==> src/core/halt_pwr_pkg.sv <==
// package of the halt power mode controller: offsets, fields, states, carrier types.
// assumes an 8-bit register port and a cpu that pulses halt_exec_i once per halt opcode.
`default_nettype none

package halt_pwr_pkg;

    // ==========================================================
    // timing
    localparam int unsigned STARTUP_SHORT_CYC = 256;
    localparam int unsigned STARTUP_LONG_CYC  = 4096;
    localparam int unsigned CNT_W             = 13;
    localparam logic [12:0] CNT_RESET         = 13'h00FF;   // short delay minus one

    // ==========================================================
    // register map
    localparam logic [7:0] CTRL_OFS   = 8'h00;
    localparam logic [7:0] STATUS_OFS = 8'h04;
    localparam int unsigned CTRL_OSC_IRQ_EN_BIT  = 0;
    localparam int unsigned CTRL_LONG_DELAY_BIT  = 1;
    localparam int unsigned CTRL_WDG_HALT_OPT_BIT = 2;
    localparam logic [7:0] CTRL_RESET = 8'h00;
    localparam logic [7:0] CTRL_MASK  = 8'h07;
    localparam logic [1:0] IMASK_ENABLE = 2'h2;             // mask level forced on halt entry
    localparam logic [7:0] HALT_OPCODE  = 8'h8E;            // for reference, decoded by the cpu

    // ==========================================================
    // states and carriers
    typedef enum logic [2:0] {
        ST_RUN         = 3'b000,
        ST_ACTIVE_HALT = 3'b001,
        ST_FULL_HALT   = 3'b010,
        ST_STARTUP     = 3'b011,
        ST_GUARD_HALT  = 3'b100
    } pwr_state_t;

    typedef struct packed {
        logic osc_on;
        logic time_base_en;
        logic periph_en;
        logic cpu_en;
    } clk_ctrl_t;

endpackage : halt_pwr_pkg

`default_nettype wire

==> src/core/halt_power_mode_control.sv <==
// halt and active-halt power mode controller with start-up delay and watchdog interplay.
// assumes wake and pending inputs are synchronous levels held until serviced, and that
// rstn_i is the system reset, so every reset is a reset wake.
//
// Implementation choices: the strobed register port and the register addresses.
`default_nettype none

module halt_power_mode_control
    import halt_pwr_pkg::*;
#(
    parameter int unsigned SHORT_CYC = STARTUP_SHORT_CYC,
    parameter int unsigned LONG_CYC  = STARTUP_LONG_CYC
) (
    input  wire logic       clk_sys_i,
    input  wire logic       rstn_i,
    input  wire logic       halt_exec_i,
    input  wire logic       wdg_active_i,
    input  wire logic       time_base_irq_i,
    input  wire logic       wake_irq_i,
    input  wire logic [7:0] addr_i,
    input  wire logic [7:0] wdata_i,
    input  wire logic       wr_i,
    input  wire logic       rd_i,
    output logic      [7:0] rdata_o,
    output clk_ctrl_t       clk_ctrl_o,
    output logic      [1:0] imask_level_o,
    output logic            imask_force_o,
    output logic            irq_take_o,
    output logic            vector_fetch_o,
    output logic            wdg_reset_o
);

    // ==========================================================
    // helpers
    // load value for the delay counter, option picks the long or short figure
    function automatic logic [CNT_W-1:0] delay_load(input logic long_sel);
        delay_load = long_sel ? CNT_W'(LONG_CYC - 1) : CNT_W'(SHORT_CYC - 1);
    endfunction

    // clock gating per state
    function automatic clk_ctrl_t clk_decode(input pwr_state_t s);
        clk_ctrl_t c;
        c = '0;
        case (s)
            ST_RUN: begin
                c = '{osc_on: 1'b1, time_base_en: 1'b1, periph_en: 1'b1, cpu_en: 1'b1};
            end
            ST_ACTIVE_HALT: begin
                c = '{osc_on: 1'b1, time_base_en: 1'b1, periph_en: 1'b0, cpu_en: 1'b0};
            end
            ST_STARTUP: begin
                c = '{osc_on: 1'b1, time_base_en: 1'b0, periph_en: 1'b0, cpu_en: 1'b0};
            end
            ST_FULL_HALT, ST_GUARD_HALT: begin
                c = '0;
            end
            default: begin
                c = '0;
            end
        endcase
        clk_decode = c;
    endfunction

    // ==========================================================
    // state
    pwr_state_t       state_reg, state_next;
    logic [CNT_W-1:0] cnt_reg, cnt_next;
    logic             guard_reg, guard_next;     // post-wake delay still running
    logic             cause_reg, cause_next;     // 1: last wake was a reset
    logic [7:0]       ctrl_reg, ctrl_next;
    logic [7:0]       rdata_next;
    clk_ctrl_t        clk_next;
    logic             irq_take_next, vec_next, wdg_rst_next, imask_next;
    logic             osc_en, long_sel, wdg_opt, cnt_done;

    assign osc_en   = ctrl_reg[CTRL_OSC_IRQ_EN_BIT];
    assign long_sel = ctrl_reg[CTRL_LONG_DELAY_BIT];
    assign wdg_opt  = ctrl_reg[CTRL_WDG_HALT_OPT_BIT];
    assign cnt_done = (cnt_reg == '0);

    // ==========================================================
    // next-state logic
    // one counter serves both the start-up delay and the post-wake guard, they never overlap
    always_comb begin
        state_next    = state_reg;
        cnt_next      = cnt_reg;
        guard_next    = guard_reg;
        cause_next    = cause_reg;
        irq_take_next = 1'b0;
        vec_next      = 1'b0;
        wdg_rst_next  = 1'b0;
        imask_next    = 1'b0;
        case (state_reg)
            ST_RUN: begin
                if (guard_reg) begin
                    if (cnt_done) begin
                        guard_next = 1'b0;
                    end else begin
                        cnt_next = cnt_reg - 1'b1;
                    end
                end
                if (guard_reg && !cnt_done && !osc_en) begin
                    state_next = ST_GUARD_HALT;
                end else if (halt_exec_i) begin
                    if (osc_en) begin
                        state_next = ST_ACTIVE_HALT;
                        imask_next = 1'b1;
                    end else if (wdg_active_i && wdg_opt) begin
                        wdg_rst_next = 1'b1;
                    end else begin
                        state_next = ST_FULL_HALT;
                        imask_next = 1'b1;
                    end
                end
            end
            ST_ACTIVE_HALT: begin
                // levels, so a wake already pending at entry leaves on the next edge
                if (time_base_irq_i || wake_irq_i) begin
                    state_next    = ST_RUN;
                    irq_take_next = 1'b1;
                    guard_next    = 1'b1;
                    cnt_next      = delay_load(long_sel);
                    cause_next    = 1'b0;
                end
            end
            ST_FULL_HALT: begin
                if (wake_irq_i) begin
                    state_next = ST_STARTUP;
                    cnt_next   = delay_load(long_sel);
                    cause_next = 1'b0;
                end
            end
            ST_STARTUP: begin
                if (cnt_done) begin
                    state_next     = ST_RUN;
                    irq_take_next  = !cause_reg;
                    vec_next       = cause_reg;
                end else begin
                    cnt_next = cnt_reg - 1'b1;
                end
            end
            ST_GUARD_HALT: begin
                // oscillator off for the rest of the guard period, then back to run
                if (cnt_done) begin
                    state_next = ST_RUN;
                    guard_next = 1'b0;
                end else begin
                    cnt_next = cnt_reg - 1'b1;
                end
            end
            default: begin
                state_next = ST_RUN;
            end
        endcase
        clk_next = clk_decode(state_next);
    end

    // ==========================================================
    // register port
    // reads return zero except in the single cycle after the read strobe
    always_comb begin
        ctrl_next  = ctrl_reg;
        rdata_next = 8'h00;
        if (wr_i && (addr_i == CTRL_OFS)) begin
            ctrl_next = wdata_i & CTRL_MASK;
        end
        if (rd_i) begin
            case (addr_i)
                CTRL_OFS:   rdata_next = ctrl_reg;
                STATUS_OFS: rdata_next = {3'h0, cause_reg, guard_reg, state_reg};
                default:    rdata_next = 8'h00;
            endcase
        end
    end

    // ==========================================================
    // registers
    // reset counts as a reset wake: start-up delay, then the reset vector
    always_ff @(posedge clk_sys_i or negedge rstn_i) begin
        if (!rstn_i) begin
            state_reg      <= ST_STARTUP;
            cnt_reg        <= CNT_RESET;
            guard_reg      <= 1'b0;
            cause_reg      <= 1'b1;
            ctrl_reg       <= CTRL_RESET;
            rdata_o        <= 8'h00;
            clk_ctrl_o     <= '{osc_on: 1'b1, time_base_en: 1'b0, periph_en: 1'b0, cpu_en: 1'b0};
            imask_force_o  <= 1'b0;
            irq_take_o     <= 1'b0;
            vector_fetch_o <= 1'b0;
            wdg_reset_o    <= 1'b0;
        end else begin
            state_reg      <= state_next;
            cnt_reg        <= cnt_next;
            guard_reg      <= guard_next;
            cause_reg      <= cause_next;
            ctrl_reg       <= ctrl_next;
            rdata_o        <= rdata_next;
            clk_ctrl_o     <= clk_next;
            imask_force_o  <= imask_next;
            irq_take_o     <= irq_take_next;
            vector_fetch_o <= vec_next;
            wdg_reset_o    <= wdg_rst_next;
        end
    end

    // mask level is IMASK_ENABLE only in the cycle imask_force_o pulses, zero otherwise
    always_ff @(posedge clk_sys_i or negedge rstn_i) begin
        if (!rstn_i) begin
            imask_level_o <= 2'h0;
        end else begin
            imask_level_o <= imask_next ? IMASK_ENABLE : 2'h0;
        end
    end

    // ==========================================================
    // checker helper
    // start-up cycles counted apart from cnt_reg, so a broken delay counter cannot
    // vouch for itself; the delay is far too long to unroll as a repetition
    logic [CNT_W:0] chk_cyc_reg, chk_cyc_next;

    // counts while in start-up, clears in every other state
    always_comb begin
        chk_cyc_next = '0;
        if (state_reg == ST_STARTUP) begin
            chk_cyc_next = chk_cyc_reg + 1'b1;
        end
    end

    // helper register, only read by the assertions
    always_ff @(posedge clk_sys_i or negedge rstn_i) begin
        if (!rstn_i) begin
            chk_cyc_reg <= '0;
        end else begin
            chk_cyc_reg <= chk_cyc_next;
        end
    end
endmodule : halt_power_mode_control

`default_nettype wire

==> config.mk <==
export PLATFORM = sky130hd
export DESIGN_NAME = halt_power_mode_control
export DESIGN_NICKNAME = d
export VERILOG_FILES = /design/src/core/halt_pwr_pkg.sv /design/src/core/halt_power_mode_control.sv
export SDC_FILE = /design/constraint.sdc
export NUM_CORES = 1
export LEC_CHECK = 0
export BUFFER_PORTS_ARGS = -buffer_cell sky130_fd_sc_hd__buf_2
export CORE_MARGIN = 1
export CORE_UTILIZATION = 49
export CTS_BUF_LIST = sky130_fd_sc_hd__clkbuf_16
export DETAILED_ROUTE_END_ITERATION = 10
export MAX_ROUTING_LAYER = met4
export PLACE_DENSITY = 0.74
export SLEW_MARGIN = 0
export SYNTH_ARGS = -nofsm -noshare
export SYNTH_HDL_FRONTEND = slang
export SYNTH_SLANG_ARGS = --single-unit
==> constraint.sdc <==
create_clock -name clk_sys_i -period 2.2 [get_ports clk_sys_i]
set_input_delay 0.44 -clock clk_sys_i [delete_from_list [all_inputs] [get_ports clk_sys_i]]
set_output_delay 0.44 -clock clk_sys_i [all_outputs]
set_load 0.05 [all_outputs]
==> reports/summary.log, run 1 <==
qor: clocking.cts_num_sinks 33
qor: layout.most-common-layout-cells 32 x buf_2, 21 x dfrtp_1, 16 x nor2_1
qor: layout.area_overhead_vs_synth 19.8%
qor: placement.port-buffer-count 32
qor: layout.non_filler_instance_count_after_layout 264
qor: placement.finalWeightedCongestion 0.851
qor: logic_synthesis.synth.avg_cell_area 9.64 um^2
qor: floorplan.chipHeight 61.7 um
qor: layout.finish.utilization 0.622
qor: floorplan.fp.dieArea 0.00381 mm^2
qor: sta.post_route_clock_period_utilization 0.891
qor: logic_synthesis.synthesis.yosys.warnings 0
qor: sta.timing.slew.headroom 0.540
qor: clocking.cts_root_buffer clkbuf_16
qor: floorplan.die_width 61.7 um
qor: logic_synthesis.ys_ff_latch 33
qor: global_routing.maximum_number_of_pins_on_one_net_before_global_route_repair 34
qor: logic_synthesis.synth_top_area_cell dfrtp_1
qor: sta.period_needed 1960 ps
qor: floorplan.io-pin-count 42
qor: layout.number_of_flip_flops_in_the_largest_register 13
qor: setup_path.crit_family simple AND/OR/NAND/NOR gates
qor: setup_path.setup.reg_to_reg.worst_slack 240 ps
qor: floorplan.floorplan.initialDensity 0.519
qor: sta.fin_setup_tns 0 ps
qor: setup_path.critical_path_class reg -> reg
qor: clocking.tritoncts_buffer_count 5
qor: drt.routed-via-count 1504
qor: drt.routedWlPerCell 14.2 um
qor: power.power.ir.vdd_worst 371 uV
qor: drt.vias_per_cell 5.70
qor: logic_synthesis.synth_cell_types 48
qor: clocking.htreeDepth 2
qor: logic_synthesis.ys_async_sr_fraction 1.00
qor: power.power.net_switching 0.442 mW
qor: layout.nNetsFinal 242
qor: setup_path.slowest_stage dfstp_2
qor: setup_path.regToRegEndpoint cnt_reg[7]
qor: setup_path.timing.reg2reg.worst_path_depth 7
qor: logic_synthesis.synthesis.instances 181
qor: layout.layout-drive-gt1-share 0.317
qor: global_routing.first_global_vias 1448
qor: setup_path.critical_path.max_fanout 5
qor: sta.grt_setup_unrepaired false
qor: power.pwr-share-seq 0.467
qor: setup_path.worst_path_arrival_time 2170 ps
qor: global_routing.grt_antenna_before_repair 0
qor: sta.maximum_operating_frequency 510 MHz
qor: global_routing.wire_length_of_the_first_global_routing_pass 6420 um
qor: logic_synthesis.synth_ff_type dfrtp_1
qor: status.outcome finished clean
qor: setup_path.worstPathBufferInverterCount 1
qor: placement.dpl.hpwl 2660 um
qor: clocking.clk-insertion-delay-late 270 ps
qor: global_routing.grt_util_all_layers 0.245
qor: setup_path.worst_ep_required_time 2420 ps
qor: sta.report.final.slew_viol_count 0
qor: drt.firstDrtPassIters 4
qor: min_path.worst_hold_path_type in -> async
qor: layout.n_antenna_cell 0
qor: power.internal_power 1.20 mW
qor: logic_synthesis.syn_area 0.00175 mm^2
qor: logic_synthesis.post-synth-top-area-fraction 0.301
qor: clocking.clockBufferDepth 2
qor: power.comb_power_share 0.140
qor: setup_path.cp-start-kind register
qor: global_routing.globalRouteMet1Util 0.283
qor: drt.route.antenna.remaining_nets 0
qor: floorplan.core_region_area 0.00336 mm^2
qor: sta.worst_slew_pin_slew 691 ps
qor: setup_path.rr_startpoint cnt_reg[0]
qor: global_routing.globalRouteOverflowTotal 0
qor: clocking.tritoncts_clock_tree yes
qor: layout.fillerInstances 297
qor: logic_synthesis.synth_edf_count 0
qor: logic_synthesis.synth.yosys.seq_area_share 0.482
qor: logic_synthesis.synth.top_cells.by_area dfrtp_1 30%, dfstp_2 18%, nor2_1 3.4%
qor: floorplan.fp_rows 21
qor: placement.post-place-cells 256
qor: job.max-cap-violations 0
qor: power.leakagePower 1.01 nW
qor: power.power 1.65 mW
qor: power.clock_power_share 0.393
qor: setup_path.critPathCaptureType register
qor: clocking.clk_transition_reported_paths 50 ps
qor: power.switching_share 0.269
qor: power.power.density 787 mW/mm^2
qor: global_routing.grtUsageMet3 0.0756
qor: drt.drt_iter0_drc 128
qor: clocking.cts_setup_buffers 0
qor: layout.mostFrequentLayoutCell buf_2
qor: sta.final.setup_skew 5.82 ps
qor: drt.drt_wl_total 3750 um
qor: setup_path.critical_path.cell_chain inv_1 > ha_1 > nor3b_1 > and2_1 > and3_1 > or4_1 > nand3_1
qor: sta.hold_violations 0
qor: global_routing.grt_util_met2 0.393
qor: sta.finalSetupViolations 0
qor: drt.remaining_design_rule_violation_count 0
qor: global_routing.busiest_layer met2
qor: setup_path.worst_path_largest_cell_delay 560 ps
-- area by class of cell --
type,instances,area [um^2],share of cell area
Clock buffer,5,125,0.0598
Clock inverter,3,13.8,0.00658
Inverter,7,26.3,0.0126
Multi-Input combinational cell,132,822,0.393
Sequential cell,33,841,0.402
Tap cell,46,57.6,0.0275
Timing Repair Buffer,38,205,0.0981
-- cell usage after synthesis, types with 4 or more instances --
cell / instances
and4_1: 4
o21ai_0: 11
nor3_1: 11
inv_1: 7
nand2_1: 13
dfstp_2: 12
nand3_1: 4
dfrtp_1: 21
and3_1: 6
a21oi_1: 7
buf_4: 6
a31oi_1: 6
a22o_1: 4
nor2_1: 16
-- timing repair --
item | 4_1_cts | 5_1_grt
hold buffers | 0 | 0
endpoints found under the setup margin | 0 | 2
gates resized for setup | 0 | 2
hold endpoints to repair | 0 | 0
-- logic make-up after synthesis --
kind of cell,count (synthesis),synth area share
and+or+nand+nor,78,0.250
AOI/OAI and AO/OA,43,0.162
DFF,33,0.482
buffers and inverters,19,0.0602
muxes,6,0.0366
adders and majority gates,1,0.00717
other,1,0.00215
-- power by group through the flow --
stage,sequential (mW),clock (mW),combinational [mW]
floorplan,0.757,0,0.167
global placement,0.766,0,0.219
detailed placement,0.771,0,0.228
CTS,0.762,0.664,0.230
global route,0.777,0.694,0.260
finish,0.768,0.647,0.231
-- metal layers --
metal / vias to the layer above / routed length (um)
li1: 719 / -
met1: 737 / 1650
met2: 38 / 1860
met3: 10 / 140
met4: 0 / 93
met5: - / 0
-- per-stage QoR --
stage	cell area, um^2	hold WS, ps	setup WS (ps)
2_1_floorplan	1760	144	356
3_5_place_dp	1940	491	158
4_1_cts	2080	237	137
3_3_place_gp	1940	477	242
5_1_grt	2090	268	141
6_report	2090	209	241
-- worst max-delay path by stage --
stage                         end  startpoint  slack (ps)  cells after the start
floorplan              cnt_reg[7]  cnt_reg[0]         360                      7
global placement    clk_ctrl_o[0]  cnt_reg[0]         240                      7
detailed placement  clk_ctrl_o[0]  cnt_reg[0]         160                      7
CTS                 clk_ctrl_o[0]  cnt_reg[0]         140                      7
global route        clk_ctrl_o[0]  cnt_reg[0]         140                      8
finish                 cnt_reg[7]  cnt_reg[0]         240                      7
No activity file was read; power rests on OpenSTA's default activity.
==> run 2, diff against run 1 <==
Settings changed: CORE_UTILIZATION 49 to 46, PLACE_DENSITY 0.74 to 0.7.
==> run 2 against run 1 <==
Effect of this change:
- hold slack improved by 15 ps
- design area fell by 0.36%
- largest power group unchanged
- worst setup slack got worse by 5.2 ps
==> reports/summary.log, run 2 (same netlist as run 1, synthesis figures left out) <==
qor: global_routing.grt_util_met2 0.309 [was 0.393]
qor: global_routing.first_global_vias 1380 [was 1448]
qor: power.power.ir.vdd_worst 489 uV [was 371 uV]
qor: placement.port-buffer-count 32 [unchanged]
qor: setup_path.cp-start-kind register [unchanged]
qor: power.power.density 778 mW/mm^2 [was 787 mW/mm^2]
qor: sta.timing.slew.headroom 0.525 [was 0.540]
qor: drt.route.antenna.remaining_nets 0 [unchanged]
qor: sta.hold_violations 0 [unchanged]
qor: setup_path.critical_path_class reg -> reg [unchanged]
qor: sta.report.final.slew_viol_count 0 [unchanged]
qor: layout.fillerInstances 351 [was 297]
qor: clocking.cts_setup_buffers 0 [unchanged]
qor: clocking.cts_root_buffer clkbuf_16 [unchanged]
qor: drt.drt_wl_total 3550 um [was 3750 um]
qor: placement.finalWeightedCongestion 0.837 [was 0.851]
qor: setup_path.timing.reg2reg.worst_path_depth 7 [unchanged]
qor: floorplan.fp_rows 22 [was 21]
qor: power.leakagePower 1.00 nW [was 1.01 nW]
qor: drt.remaining_design_rule_violation_count 0 [unchanged]
qor: global_routing.globalRouteOverflowTotal 0 [unchanged]
qor: drt.routedWlPerCell 13.4 um [was 14.2 um]
qor: global_routing.wire_length_of_the_first_global_routing_pass 6220 um [was 6420 um]
qor: sta.worst_slew_pin_slew 712 ps [was 691 ps]
qor: sta.post_route_clock_period_utilization 0.893 [was 0.891]
qor: clocking.clk_transition_reported_paths 50 ps [about the same]
qor: sta.finalSetupViolations 0 [unchanged]
qor: layout.mostFrequentLayoutCell buf_2 [unchanged]
qor: layout.non_filler_instance_count_after_layout 265 [was 264]
qor: clocking.clk-insertion-delay-late 270 ps [about the same]
qor: sta.period_needed 1960 ps [about the same]
qor: global_routing.globalRouteMet1Util 0.270 [was 0.283]
qor: drt.routed-via-count 1493 [was 1504]
qor: global_routing.grt_antenna_before_repair 0 [unchanged]
qor: clocking.tritoncts_buffer_count 5 [unchanged]
qor: drt.firstDrtPassIters 4 [unchanged]
qor: floorplan.chipHeight 63.6 um [was 61.7 um]
qor: floorplan.fp.dieArea 0.00404 mm^2 [was 0.00381 mm^2]
qor: layout.number_of_flip_flops_in_the_largest_register 13 [unchanged]
qor: clocking.clockBufferDepth 2 [unchanged]
qor: setup_path.critPathCaptureType register [unchanged]
qor: global_routing.grt_util_all_layers 0.201 [was 0.245]
qor: min_path.worst_hold_path_type in -> async [unchanged]
qor: clocking.htreeDepth 2 [unchanged]
qor: floorplan.core_region_area 0.00366 mm^2 [was 0.00336 mm^2]
qor: layout.most-common-layout-cells 32 x buf_2, 21 x dfrtp_1, 16 x nor2_1 [unchanged]
qor: layout.area_overhead_vs_synth 19.4% [was 19.8%]
qor: sta.final.setup_skew 3.07 ps [was 5.82 ps]
qor: floorplan.io-pin-count 42 [unchanged]
qor: setup_path.worst_ep_required_time 2410 ps [was 2420 ps]
qor: sta.maximum_operating_frequency 509 MHz [was 510 MHz]
qor: layout.n_antenna_cell 0 [unchanged]
qor: clocking.cts_resized 0 [unchanged]
qor: drt.vias_per_cell 5.63 [was 5.70]
qor: drt.drt_iter0_drc 143 [was 128]
qor: clocking.tritoncts_clock_tree yes [unchanged]
qor: clocking.cts_num_sinks 33 [unchanged]
qor: sta.fin_setup_tns 0 ps [unchanged]
qor: layout.layout-drive-gt1-share 0.304 [was 0.317]
qor: global_routing.grtUsageMet3 0.0435 [was 0.0756]
qor: job.max-cap-violations 0 [unchanged]
qor: global_routing.maximum_number_of_pins_on_one_net_before_global_route_repair 34 [unchanged]
qor: sta.grt_setup_unrepaired false [unchanged]
qor: layout.nNetsFinal 241 [was 242]
qor: setup_path.critical_path.max_fanout 5 [unchanged]
qor: global_routing.busiest_layer met2 [unchanged]
qor: placement.post-place-cells 257 [was 256]
qor: floorplan.floorplan.initialDensity 0.477 [was 0.519]
qor: setup_path.worst_path_arrival_time 2170 ps [about the same]
qor: floorplan.die_width 63.6 um [was 61.7 um]
qor: placement.dpl.hpwl 2570 um [was 2660 um]
qor: sta.final.hold.worst_slack 224 ps [was 209 ps]
qor: clocking.ctsHoldBuffers 0 [unchanged]
qor: status.outcome finished clean [unchanged]
[run 2: where the power goes]
group | switching (mW) | leakage [nW] | internal [mW]
Combinational | 0.131 | 0.513 | 0.0975
Clock | 0.223 | 0.0776 | 0.405
Sequential | 0.0672 | 0.413 | 0.696
Total | 0.422 | 1.00 | 1.20
[run 2: metrics by stage]
step	total power, mW	instance area [um^2]	worst slack [ps]	utilization
finish	1.62	2080	236	0.569
global route	1.71	2080	134	0.569
CTS	1.63	2070	66.8	0.566
detailed placement	0.996	1940	109	0.529
global placement	0.989	1940	144	0.529
floorplan	0.925	1760	356	-
[run 2: area by class of cell]
type | instances | area (um^2) | share of cell area
multi-input combinational | 132 | 822 | 0.395
clock inverter | 3 | 11.3 | 0.00541
inverter | 7 | 26.3 | 0.0126
clock buffer | 5 | 125 | 0.0601
timing repair buffer | 37 | 198 | 0.0949
sequential | 33 | 841 | 0.404
tap | 48 | 60.1 | 0.0288
[run 2: path summary, 6_finish.rpt]
kind	start	endpoint	slack, ps
max in group asynchronous	rstn_i	ctrl_reg[0]	1520
setup / recovery	cnt_reg[0]	cnt_reg[7]	240
setup reg to reg	cnt_reg[0]	cnt_reg[7]	240
min in group clk_sys_i	wdata_i[2]	ctrl_reg[2]	410
hold / removal	rstn_i	rdata_o[4]	220
hold reg to reg	cause_reg	cause_reg	480
[run 2: per-layer routing]
metal  routed length, um  share of wire  vias to the layer above
met5                   0              0                        -
met4                  29         0.0082                        0
met3                 147          0.041                        4
met2                1710           0.48                       34
met1                1660           0.47                      733
li1                    -              -                      722
[run 2: critical path: stages (launching register included)]
cell,delay [ps]
dfstp_2,550
inv_1,50
ha_1,230
nor3b_1,160
and2_1,200
and3_1,200
or4_1,410
nand3_1,90
==> run 3, diff against run 2 <==
Settings changed: CELL_PAD_IN_SITES_DETAIL_PLACEMENT from default to 0, CELL_PAD_IN_SITES_GLOBAL_PLACEMENT from default to 2, CORE_UTILIZATION 46 to 32, PLACE_DENSITY 0.7 to default, PLACE_DENSITY_LB_ADDON from default to 0.1.
==> run 3 against run 2 <==
Effect of this change:
- clock power is 24% higher
- register-to-register slack lost 50 ps
- wire length up 17%
- cell count increased by 9.4%
- worst setup slack got worse by 48 ps
- sequential power about the same
- maximum frequency shrank 2.4%
- combinational power rose by 2%
- power grew 9.5%
- critical path depth grew 1
- hold slack got worse by 4.7 ps
- critical path type unchanged
- largest power group is now the clock network
- highest routed layer unchanged
==> reports/summary.log, run 3 (same netlist as run 1, synthesis figures left out) <==
qor: status.outcome finished clean [unchanged]
qor: placement.dpl.hpwl 3100 um [was 2570 um]
qor: setup_path.critical_path_class reg -> reg [unchanged]
qor: sta.post_route_clock_period_utilization 0.915 [was 0.893]
qor: drt.firstDrtPassIters 4 [unchanged]
qor: drt.route.antenna.remaining_nets 0 [unchanged]
qor: drt.drt_wl_total 4150 um [was 3550 um]
qor: setup_path.worst_ep_required_time 2420 ps [was 2410 ps]
qor: drt.routed-via-count 1472 [was 1493]
qor: clocking.ctsHoldBuffers 0 [unchanged]
qor: layout.mostFrequentLayoutCell buf_2 [unchanged]
qor: clocking.tritoncts_buffer_count 5 [unchanged]
qor: sta.hold_violations 0 [unchanged]
qor: setup_path.critical_path.max_fanout 5 [unchanged]
qor: floorplan.fp.dieArea 0.00575 mm^2 [was 0.00404 mm^2]
qor: layout.n_antenna_cell 0 [unchanged]
qor: sta.grt_setup_unrepaired false [unchanged]
qor: clocking.clk_transition_reported_paths 50 ps [about the same]
qor: sta.fin_setup_tns 0 ps [unchanged]
qor: global_routing.grt_util_all_layers 0.166 [was 0.201]
qor: sta.finalSetupViolations 0 [unchanged]
qor: drt.drt_iter0_drc 66 [was 143]
qor: clocking.cts_num_sinks 33 [unchanged]
qor: floorplan.fp_rows 26 [was 22]
qor: job.max-cap-violations 0 [unchanged]
qor: layout.area_overhead_vs_synth 23.4% [was 19.4%]
qor: sta.final.setup_skew 3.78 ps [was 3.07 ps]
qor: sta.worst_slew_pin_slew 718 ps [was 712 ps]
qor: drt.remaining_design_rule_violation_count 0 [unchanged]
qor: layout.nNetsFinal 244 [was 241]
qor: setup_path.timing.reg2reg.worst_path_depth 8 [was 7]
qor: setup_path.critPathCaptureType register [unchanged]
qor: global_routing.wire_length_of_the_first_global_routing_pass 6700 um [was 6220 um]
qor: setup_path.worst_path_arrival_time 2230 ps [was 2170 ps]
qor: global_routing.maximum_number_of_pins_on_one_net_before_global_route_repair 34 [unchanged]
qor: sta.maximum_operating_frequency 497 MHz [was 509 MHz]
qor: clocking.cts_root_buffer clkbuf_16 [unchanged]
qor: placement.port-buffer-count 32 [unchanged]
qor: layout.most-common-layout-cells 32 x buf_2, 21 x dfrtp_1, 16 x nor2_1 [unchanged]
qor: power.power.density 824 mW/mm^2 [was 778 mW/mm^2]
qor: sta.timing.slew.headroom 0.521 [was 0.525]
qor: layout.number_of_flip_flops_in_the_largest_register 13 [unchanged]
qor: sta.period_needed 2010 ps [was 1960 ps]
qor: sta.report.final.slew_viol_count 0 [unchanged]
qor: clocking.tritoncts_clock_tree yes [unchanged]
qor: layout.fillerInstances 500 [was 351]
qor: power.leakagePower 1.02 nW [was 1.00 nW]
qor: global_routing.first_global_vias 1384 [was 1380]
qor: min_path.worst_hold_path_type in -> async [unchanged]
qor: global_routing.globalRouteOverflowTotal 0 [unchanged]
qor: clocking.clk-insertion-delay-late 280 ps [was 270 ps]
qor: floorplan.chipHeight 75.9 um [was 63.6 um]
qor: placement.finalWeightedCongestion 0.808 [was 0.837]
qor: setup_path.cp-start-kind register [unchanged]
qor: floorplan.die_width 75.9 um [was 63.6 um]
qor: drt.vias_per_cell 5.08 [was 5.63]
qor: layout.layout-drive-gt1-share 0.314 [was 0.304]
qor: power.power.ir.vdd_worst 371 uV [was 489 uV]
qor: clocking.cts_resized 0 [unchanged]
qor: drt.routedWlPerCell 14.3 um [was 13.4 um]
qor: floorplan.io-pin-count 42 [unchanged]
qor: floorplan.core_region_area 0.00517 mm^2 [was 0.00366 mm^2]
qor: clocking.cts_setup_buffers 0 [unchanged]
qor: floorplan.floorplan.initialDensity 0.337 [was 0.477]
qor: clocking.htreeDepth 2 [unchanged]
qor: clocking.clockBufferDepth 2 [unchanged]
qor: sta.final.hold.worst_slack 219 ps [was 224 ps]
qor: global_routing.grt_antenna_before_repair 0 [unchanged]
## run 3: power by group
group | internal (mW) | switching, mW | leakage (nW)
Clock | 0.526 | 0.254 | 0.0826
Combinational | 0.0980 | 0.135 | 0.528
Sequential | 0.695 | 0.0671 | 0.413
## run 3: stage by stage
step	setup WS [ps]	instances	total power [mW]	area (um^2)	util
floorplan	356	184	0.925	1760	-
global placement	203	282	0.994	1990	0.384
detailed placement	188	282	1.01	1990	0.384
CTS	180	290	1.79	2150	0.415
global route	88.6	290	1.85	2150	0.416
finish	188	290	1.78	2150	0.416
## run 3: final timing paths
path,from,to,slack [ps]
max in group asynchronous,rstn_i,ctrl_reg[0],1520
worst max-delay path,cnt_reg[0],cnt_reg[7],190
worst min register to register,cause_reg,cause_reg,500
worst min-delay path,rstn_i,rdata_o[3],220
worst max register to register,cnt_reg[0],cnt_reg[7],190
min in group clk_sys_i,wdata_i[2],ctrl_reg[2],400
## run 3: cell type report
| type | instances | area, um^2 | area share |
|---|---|---|---|
| clock inverter | 3 | 37.5 | 0.0174 |
| timing repair buffer | 40 | 220 | 0.102 |
| clock buffer | 5 | 125 | 0.0581 |
| tap | 70 | 87.6 | 0.0407 |
| inverter | 7 | 26.3 | 0.0122 |
| sequential | 33 | 841 | 0.390 |
| multi-input combinational | 132 | 816 | 0.379 |
## run 3: critical path: stages, from the launching register on
cell	delay [ps]
dfstp_2	560
inv_1	50
ha_1	220
nor3b_1	160
and2_1	160
buf_4	140
and3_1	170
or4_1	400
nand3_1	90
## run 3: per-layer routing
layer / track usage / routed length [um] / vias up
met5: - / 0 / -
met2: 0.264 / 2060 / 26
met4: 0.0700 / 74 / 0
li1: - / - / 723
met1: 0.203 / 1830 / 717
met3: 0.0344 / 186 / 6
